$ cat src/design/aac_pkg.sv
// Purpose: shared constants and types of the alarm annunciator control
// Assumes: one clock, synchronous active-high reset
// Notes: alarm grid is row-major, AAC_COLS boxes per row
package aac_pkg;
    // ****************************************
    // sizes
    // ****************************************
    localparam int AAC_NUM_ALARMS = 128;
    localparam int AAC_COLS = 8;
    localparam int AAC_IDX_W = 7;
    localparam int AAC_EVT_W = 8;

    // ****************************************
    // reset values
    // ****************************************
    localparam logic [AAC_IDX_W-1:0] AAC_SEL_RST = 7'h00;
    localparam logic AAC_BUZZ_RST = 1'b0;
    localparam logic AAC_ZOOM_RST = 1'b0;

    // ****************************************
    // alarm states
    // ****************************************
    typedef enum logic [1:0] {
        AAC_INACTIVE,
        AAC_ACTIVE,
        AAC_ACT_ACK,
        AAC_INACT_UNACK
    } aac_state_t;
endpackage

$ cat src/design/aac_top.sv
// Purpose: alarm handling unit: alarm states, clearing, buzzer, events, zoom
// Assumes: all inputs synchronous to mclk_i; keys are high while pressed
// Notes: events leave one per cycle; bursts wait in per-alarm ON and OFF pending bits
// ****************************************
// How it works
// - magnify enabled: up key in overview enters zoomed mode
// - zoomed: up, down, left, right move the selected alarm box
// - back key while zoomed returns to normal overview
// - clear-all input acknowledges and clears every clearable alarm
// - buzzer output asserts whenever any alarm becomes active
// - buzzer is a plain output meant to drive a relay
// - back key or mute input silences the buzzer
// - latched source stays set until back key pressed
// - source rise gives ON event, fall gives OFF event
// - per-alarm masks pick ON, OFF or both; others dropped
// - active source ignores clears unless clear-active option set
// - dropped unacknowledged alarm waits for clear before inactive
// - cleared while active: acknowledged, inactive once source drops
// ****************************************
module aac_top
    import aac_pkg::*;
#(
    parameter int N = AAC_NUM_ALARMS,
    parameter int COLS = AAC_COLS
) (
    // clock and reset
    input wire logic mclk_i,
    input wire logic rst_i,
    // alarm sources and per-alarm settings
    input wire logic [N-1:0] src_i,
    input wire logic [N-1:0] latch_en_i,
    input wire logic [N-1:0] evt_on_sel_i,
    input wire logic [N-1:0] evt_off_sel_i,
    // global options
    input wire logic clr_act_en_i,
    input wire logic zoom_en_i,
    // front-panel keys
    input wire logic key_up_i,
    input wire logic key_down_i,
    input wire logic key_left_i,
    input wire logic key_right_i,
    input wire logic key_back_i,
    input wire logic fbtn_clear_i,
    // logic inputs
    input wire logic clear_all_i,
    input wire logic buzz_mute_i,
    // alarm status
    output logic [2*N-1:0] state_o,
    output logic buzzer_o,
    // navigation
    output logic zoom_o,
    output logic [AAC_IDX_W-1:0] sel_o,
    // event stream
    output logic evt_valid_o,
    output logic [AAC_IDX_W-1:0] evt_idx_o,
    output logic evt_on_o
);
    // ****************************************
    // key edges
    // ****************************************
    logic [6:0] keys;
    logic [6:0] keys_q_ff;
    logic [6:0] key_pr;
    logic up_pr;
    logic down_pr;
    logic left_pr;
    logic right_pr;
    logic back_pr;
    logic fbtn_pr;
    logic mute_pr;

    assign keys = {buzz_mute_i, fbtn_clear_i, key_back_i, key_right_i, key_left_i, key_down_i, key_up_i};
    assign key_pr = keys & ~keys_q_ff;
    assign up_pr = key_pr[0];
    assign down_pr = key_pr[1];
    assign left_pr = key_pr[2];
    assign right_pr = key_pr[3];
    assign back_pr = key_pr[4];
    // a held function button clears once; press and release is expected
    assign fbtn_pr = key_pr[5];
    assign mute_pr = key_pr[6];

    always_ff @(posedge mclk_i) begin
        if (rst_i) begin
            keys_q_ff <= '0;
        end else begin
            keys_q_ff <= keys;
        end
    end

    // ****************************************
    // latched sources
    // ****************************************
    logic [N-1:0] latch_ff;
    logic [N-1:0] nxt_latch;
    logic [N-1:0] eff_src;

    // set wins over the back-key release of the latch
    assign nxt_latch = latch_en_i & (src_i | (latch_ff & ~{N{back_pr}}));
    assign eff_src = src_i | (latch_ff & latch_en_i);

    always_ff @(posedge mclk_i) begin
        if (rst_i) begin
            latch_ff <= '0;
        end else begin
            latch_ff <= nxt_latch;
        end
    end

    // ****************************************
    // alarm cells
    // ****************************************
    logic clr_req;
    logic [N-1:0] rise;
    logic [N-1:0] fall;

    // clear-all acts as a level: every cycle it is high is a clear
    assign clr_req = fbtn_pr | clear_all_i;

    for (genvar i = 0; i < N; i++) begin : g_cell
        aac_state_t cell_st;
        aac_alarm_cell u_cell (
            .mclk_i(mclk_i),
            .rst_i(rst_i),
            .src_i(eff_src[i]),
            .clear_i(clr_req),
            .clr_act_en_i(clr_act_en_i),
            .state_o(cell_st),
            .rise_o(rise[i]),
            .fall_o(fall[i])
        );
        assign state_o[2*i+:2] = cell_st;
    end

    // ****************************************
    // buzzer
    // ****************************************
    logic any_rise;
    logic buzz_ff;
    logic nxt_buzz;

    assign any_rise = |rise;
    // activation beats a silence in the same cycle so no alarm is missed
    assign nxt_buzz = any_rise | (buzz_ff & ~(back_pr | mute_pr));
    // relay mapping is outside; this is a plain level for one output contact
    assign buzzer_o = buzz_ff;

    always_ff @(posedge mclk_i) begin
        if (rst_i) begin
            buzz_ff <= AAC_BUZZ_RST;
        end else begin
            buzz_ff <= nxt_buzz;
        end
    end

    // ****************************************
    // events
    // ****************************************
    logic [N-1:0] pend_on_ff;
    logic [N-1:0] pend_off_ff;
    logic [N-1:0] nxt_pend_on;
    logic [N-1:0] nxt_pend_off;
    logic [2*N-1:0] pend_all;
    logic [2*N-1:0] gnt_vec;
    logic pick_valid;
    logic [AAC_EVT_W-1:0] pick_idx;
    logic evt_valid_ff;
    logic [AAC_IDX_W-1:0] evt_idx_ff;
    logic evt_on_ff;

    assign pend_all = {pend_off_ff, pend_on_ff};
    assign gnt_vec = pick_valid ? ({{(2*N-1){1'b0}}, 1'b1} << pick_idx) : '0;
    // a new edge on a granted alarm stays pending
    assign nxt_pend_on = (pend_on_ff & ~gnt_vec[N-1:0]) | (rise & evt_on_sel_i);
    assign nxt_pend_off = (pend_off_ff & ~gnt_vec[2*N-1:N]) | (fall & evt_off_sel_i);
    assign evt_valid_o = evt_valid_ff;
    assign evt_idx_o = evt_idx_ff;
    assign evt_on_o = evt_on_ff;

    aac_evt_pick #(
        .W(2 * N),
        .IW(AAC_EVT_W)
    ) u_pick (
        .req_i(pend_all),
        .valid_o(pick_valid),
        .idx_o(pick_idx)
    );

    always_ff @(posedge mclk_i) begin
        if (rst_i) begin
            pend_on_ff <= '0;
            pend_off_ff <= '0;
            evt_valid_ff <= 1'b0;
            evt_idx_ff <= '0;
            evt_on_ff <= 1'b0;
        end else begin
            pend_on_ff <= nxt_pend_on;
            pend_off_ff <= nxt_pend_off;
            evt_valid_ff <= pick_valid;
            evt_idx_ff <= pick_idx[AAC_IDX_W-1:0];
            evt_on_ff <= ~pick_idx[AAC_EVT_W-1];
        end
    end

    // ****************************************
    // zoom navigation
    // ****************************************
    localparam logic [AAC_IDX_W-1:0] ROW_STEP = AAC_IDX_W'(COLS);
    localparam logic [AAC_IDX_W-1:0] LAST_IDX = AAC_IDX_W'(N - 1);
    logic zoom_ff;
    logic nxt_zoom;
    logic [AAC_IDX_W-1:0] sel_ff;
    logic [AAC_IDX_W-1:0] nxt_sel;
    logic can_up;
    logic can_down;
    logic can_left;
    logic can_right;

    assign can_up = sel_ff >= ROW_STEP;
    assign can_down = sel_ff <= LAST_IDX - ROW_STEP;
    assign can_left = sel_ff != '0;
    assign can_right = sel_ff != LAST_IDX;

    always_comb begin
        nxt_zoom = zoom_ff;
        nxt_sel = sel_ff;
        if (!zoom_ff) begin
            if (up_pr && zoom_en_i) nxt_zoom = 1'b1;
        end else if (back_pr) begin
            nxt_zoom = 1'b0;
        end else if (up_pr) begin
            if (can_up) nxt_sel = sel_ff - ROW_STEP;
        end else if (down_pr) begin
            if (can_down) nxt_sel = sel_ff + ROW_STEP;
        end else if (left_pr) begin
            if (can_left) nxt_sel = sel_ff - 7'h01;
        end else if (right_pr) begin
            if (can_right) nxt_sel = sel_ff + 7'h01;
        end
    end

    assign zoom_o = zoom_ff;
    assign sel_o = sel_ff;

    always_ff @(posedge mclk_i) begin
        if (rst_i) begin
            zoom_ff <= AAC_ZOOM_RST;
            sel_ff <= AAC_SEL_RST;
        end else begin
            zoom_ff <= nxt_zoom;
            sel_ff <= nxt_sel;
        end
    end
endmodule

$ cat src/design/aac_alarm_cell.sv
// Purpose: state of one alarm, with edge detection of its source
// Assumes: src_i already includes any latching
// Notes: rise_o and fall_o are combinational one-cycle pulses
module aac_alarm_cell
    import aac_pkg::*;
(
    // clock and reset
    input wire logic mclk_i,
    input wire logic rst_i,
    // control
    input wire logic src_i,
    input wire logic clear_i,
    input wire logic clr_act_en_i,
    // status
    output aac_state_t state_o,
    output logic rise_o,
    output logic fall_o
);
    aac_state_t state_ff;
    aac_state_t nxt_state;
    logic src_q_ff;

    assign rise_o = src_i & ~src_q_ff;
    assign fall_o = ~src_i & src_q_ff;
    assign state_o = state_ff;

    always_comb begin
        nxt_state = state_ff;
        case (state_ff)
            AAC_INACTIVE: begin
                if (src_i) nxt_state = AAC_ACTIVE;
            end
            AAC_ACTIVE: begin
                if (!src_i) nxt_state = AAC_INACT_UNACK;
                else if (clear_i && clr_act_en_i) nxt_state = AAC_ACT_ACK;
            end
            AAC_ACT_ACK: begin
                if (!src_i) nxt_state = AAC_INACTIVE;
            end
            AAC_INACT_UNACK: begin
                // a fresh activation outranks a clear in the same cycle
                if (src_i) nxt_state = AAC_ACTIVE;
                else if (clear_i) nxt_state = AAC_INACTIVE;
            end
            default: nxt_state = AAC_INACTIVE;
        endcase
    end

    always_ff @(posedge mclk_i) begin
        if (rst_i) begin
            state_ff <= AAC_INACTIVE;
            src_q_ff <= 1'b0;
        end else begin
            state_ff <= nxt_state;
            src_q_ff <= src_i;
        end
    end
endmodule

$ cat src/design/aac_evt_pick.sv
// Purpose: pick the lowest pending event request
// Assumes: requests are held until granted
// Notes: purely combinational, fixed priority
module aac_evt_pick #(
    parameter int W = 256,
    parameter int IW = 8
) (
    // requests
    input wire logic [W-1:0] req_i,
    // choice
    output logic valid_o,
    output logic [IW-1:0] idx_o
);
    always_comb begin
        valid_o = 1'b0;
        idx_o = '0;
        // scan downward so the lowest index wins
        for (int k = W - 1; k >= 0; k--) begin
            if (req_i[k]) begin
                valid_o = 1'b1;
                idx_o = IW'(k);
            end
        end
    end
endmodule

$ cat config.mk
export PLATFORM = sky130hd
export DESIGN_NAME = aac_top
export DESIGN_NICKNAME = d
export VERILOG_FILES = /design/src/design/aac_pkg.sv /design/src/design/aac_top.sv /design/src/design/aac_alarm_cell.sv /design/src/design/aac_evt_pick.sv
export SDC_FILE = /design/constraint.sdc
export NUM_CORES = 2
export LEC_CHECK = 0
export BUFFER_PORTS_ARGS = -buffer_cell sky130_fd_sc_hd__buf_2
export CAP_MARGIN = 20
export CORE_AREA = 2 2 310 312
export CTS_CLUSTER_DIAMETER = 40
export DETAILED_ROUTE_END_ITERATION = 8
export DIE_AREA = 0 0 312 314
export PLACE_DENSITY_LB_ADDON = 0.15
export SYNTH_ARGS = -nofsm -noshare
export SYNTH_HDL_FRONTEND = slang
export SYNTH_HIERARCHICAL = 1
export SYNTH_SLANG_ARGS = --single-unit
$ cat constraint.sdc
create_clock -name mclk_i -period 12.65 [get_ports mclk_i]
set_input_delay 1.8975 -clock mclk_i [delete_from_list [all_inputs] [get_ports mclk_i]]
set_output_delay 1.8975 -clock mclk_i [all_outputs]
set_load 0.02 [all_outputs]
==> results.txt <==
nature of the critical path startpoint -> flop
synth warn -> 6
Resized Gates After CTS -> 0
clock tree from TritonCTS -> built
number of remaining DRC errors -> 0
ranking of synthesized cells by area -> sky130_fd_sc_hd__dfxtp_1 (41%), sky130_fd_sc_hd__nor2b_1 (9.0%), sky130_fd_sc_hd__nand2_1 (5.8%)
P&R area growth vs syn -> 27.8%
worst reg2reg path startpoint -> pend_off_ff[87]
reg-to-reg slack, setup -> 7.52 ns
setup repair after global routing missed its margin -> false
cell breakdown of the critical path -> nor4_1, nand3_1, a311oi_1, o311a_1, o221ai_2, a21oi_1, o41a_1, nand4_1, o21ai_0, a21oi_1
clock buffer depth -> 3
Max-cap violations -> 0
cts bufs inserted -> 140
ys flop type -> sky130_fd_sc_hd__dfxtp_1
area of the placeable core -> 0.0944 sq mm
library cell contributing the largest single delay on the critical path -> sky130_fd_sc_hd__nand4_1
die height -> 314 um
total clock sinks -> 793
Die Wd -> 312 um
hold violation count in the final report -> 0
floorplan die area -> 0.0980 sq mm
Worst Path Arrival -> 5.68 ns
average wire length per cell after detail routing -> 21.4 um
final setup skew -> 0.0226 ns
hold path cells -> 2
DP Wirelength -> 115,000 um
Crit Path Class -> reg -> reg
most area-hungry cell type in the Yosys netlist -> sky130_fd_sc_hd__dfxtp_1
number of top-level design ports -> 798
share of layout cells above drive strength 1 -> 23.4%
number of global-route vias before repair -> 36,800
Max Slew Vio Count -> 0
synthesized flop and latch total -> 793
synthesized net count -> 5,332
result of the run -> finished clean
wire length of the first global-routing pass -> 225,000 um
H-Tree Level Count -> 4
async set or reset register ratio after synthesis -> 0%
Avg Synthesized Cell Area -> 7.98 sq um
largest net degree at the start of global routing -> 207
hold_sp -> pend_on_ff[91]
Post-synth EDFFs -> 0
power density over the cells -> 167 mW/mm^2
net count reported at finish -> 6,194
average via count per standard cell -> 5.60
Total Power Consumption -> 8180 uW
crit share post-route -> 40.5%
clock transition at the registers of the reported paths -> 0.06 ns
total routing usage reported by global routing -> 29.6%
Cell Rows -> 113
total grt overflow -> 0
share of the yosys chip area belonging to registers -> 41.4%
launching element of the worst setup path -> pend_off_ff[87]
Leak -> 0.0197 uW
Unique masters post-synth -> 82
share of Yosys cell area claimed by the top area cell type -> 41.4%
antenna violations before repair -> 108
Total Negative Setup Slacks -> 0 ns
vias -> 39,800
post-synthesis cell area -> 0.0383 sq mm
final estimated routing congestion in global placement -> 1.00
Layout Utilization -> 51.9%
residual antenna-violating net count after detailed routing -> 0
clock latency of the later-clocked register in the worst-skew pair -> 0.72 ns
top achievable clock speed -> 0.195 GHz
endpoint of the worst hold path -> pend_on_ff[91]
Hold Buf Count CTS -> 0
first-pass iteration count of the detailed router -> 7
WP data required -> 13.20 ns
most common cell in the netlist -> sky130_fd_sc_hd__dfxtp_1
end of the worst register-to-register path -> pend_on_ff[57]
Detailed Route WL -> 152,000 um
# setup viols final -> 0
top post-synthesis cells by count -> sky130_fd_sc_hd__dfxtp_1 (793), sky130_fd_sc_hd__nand2_1 (592), sky130_fd_sc_hd__nor2b_1 (552), sky130_fd_sc_hd__a21oi_1 (438), sky130_fd_sc_hd__o21ai_0 (413)
clk root buf -> sky130_fd_sc_hd__clkbuf_16
number of setup buffers added after CTS -> 0
peak per-stage delay on the critical path -> 1.00 ns
remaining max-slew budget at the tightest pin -> 22.6%
peak supply drop -> 0.000123 V
min cycle time layout -> 5.13 ns
cell count after synthesis -> 4,804
count of cells along the worst register-to-register path -> 10
Tightest Pin Transition -> 1.15 ns
crit-path most repeated cell -> sky130_fd_sc_hd__a21oi_1
Hold Crit Class -> reg -> reg
Crit Path Max Fanout -> 17
Detailed Route Iter0 Violations -> 3,530
effective utilization at floorplan -> 40.6%
Port Buffer Count -> 797
type of destination of the critical path -> flop
==> worst max path at each step <==
stage | endpoint | slack [ns] | cells past startpoint
finish | pend_on_ff[57] | 7.52 | 10
global route | pend_off_ff[43] | 7.32 | 11
CTS | pend_off_ff[111] | 7.62 | 11
detailed placement | pend_off_ff[111] | 7.66 | 11
global placement | pend_off_ff[109] | 7.68 | 11
floorplan | g_cell[0].u_cell/state_o[1] | 5.67 | 4
==> area by class of cell <==
| type | count | area (sq um) |
|---|---|---|
| well taps | 1265 | 1580 |
| flip-flops and latches | 793 | 15900 |
| multi-input cells | 3730 | 21400 |
| inverters | 180 | 676 |
| fillers | 9305 | 45500 |
| clock inverters | 82 | 1060 |
| repair buffers | 821 | 4220 |
| clock buffers | 176 | 4010 |
| diodes | 59 | 148 |
==> metrics by stage <==
step           hold WS (ns)  cell area (sq um)  std cells  setup slack, ns
2_1_floorplan         0.462              38300       4804             5.67
3_3_place_gp          0.481              43800       6789             7.68
3_5_place_dp          0.489              43800       6789             7.66
4_1_cts               0.496              48800       7047             7.62
5_1_grt               0.522              49000       7096             7.32
6_report              0.496              49000       7106             7.52
==> critical path: cells and delay by family (launching register included) <==
kind	cells	cell delay, ns
flip-flops	1	0.34
AO/OA/AOI/OAI	7	2.50
AND/OR/NAND/NOR	3	2.11
==> report_power, final <==
| part | internal, uW | total, uW | switching [uW] |
|---|---|---|---|
| Clock | 2650 | 4030 | 1380 |
| Sequential | 2680 | 2850 | 173 |
| Combinational | 464 | 1290 | 827 |
| Total | 5800 | 8180 | 2380 |
==> state kept, by name, indices dropped and copies added (netlist names) <==
signal	count
sel_o	7
evt_valid_o	1
buzzer_o	1
pend_on_ff	128
g_cell.u_cell/state_o	256
zoom_o	1
evt_on_o	1
keys_q_ff	7
g_cell.u_cell/src_q_ff	128
latch_ff	128
pend_off_ff	128
evt_idx_o	7
==> cells by family (layout without fill, tap and decap cells) <==
logic type | after synthesis | after routing | share of synthesized area, %
and+or+nand+nor | 2334 | 2334 | 33.1
other | 0 | 59 | 0
adders and majority gates | 4 | 4 | 0.131
buffers and inverters | 281 | 1259 | 2.80
AOI/OAI and AO/OA | 1387 | 1387 | 22.4
muxes | 3 | 3 | 0.104
xor gates and xnor gates | 2 | 2 | 0.0457
DFF | 793 | 793 | 41.4
==> layer usage <==
metal / global-route usage [%] / part of all wire, %
met2: 49.9 / 48
met1: 35.9 / 41
met5: 0 / 0.28
met3: 7.85 / 7.7
met4: 11.6 / 3.2
==> cells in the final DEF (no fill, tap or decap), types with 12 or more instances in the layout <==
cell type,instances
sky130_fd_sc_hd__a211oi_1,15
sky130_fd_sc_hd__clkinv_4,15
sky130_fd_sc_hd__a31oi_1,134
sky130_fd_sc_hd__o31ai_1,14
sky130_fd_sc_hd__clkinv_2,21
sky130_fd_sc_hd__clkbuf_8,12
sky130_fd_sc_hd__a21o_1,128
sky130_fd_sc_hd__nor3b_1,138
sky130_fd_sc_hd__or4_1,13
sky130_fd_sc_hd__or3_1,139
sky130_fd_sc_hd__dfxtp_1,793
sky130_fd_sc_hd__nor2_1,246
sky130_fd_sc_hd__clkbuf_16,152
sky130_fd_sc_hd__buf_4,22
sky130_fd_sc_hd__buf_2,795
sky130_fd_sc_hd__nand3_1,166
sky130_fd_sc_hd__a211o_2,128
sky130_fd_sc_hd__nand2_1,592
sky130_fd_sc_hd__nand4_1,21
sky130_fd_sc_hd__inv_6,14
sky130_fd_sc_hd__clkbuf_1,12
sky130_fd_sc_hd__o21ai_0,413
sky130_fd_sc_hd__nor4_1,105
sky130_fd_sc_hd__nor2b_1,552
sky130_fd_sc_hd__inv_2,128
sky130_fd_sc_hd__inv_1,52
sky130_fd_sc_hd__nor3_1,175
sky130_fd_sc_hd__bufinv_16,19
sky130_fd_sc_hd__a21oi_1,438
sky130_fd_sc_hd__diode_2,59
sky130_fd_sc_hd__nand2b_1,22
sky130_fd_sc_hd__nor4b_1,131
No activity file was read; power rests on OpenSTA's default activity.
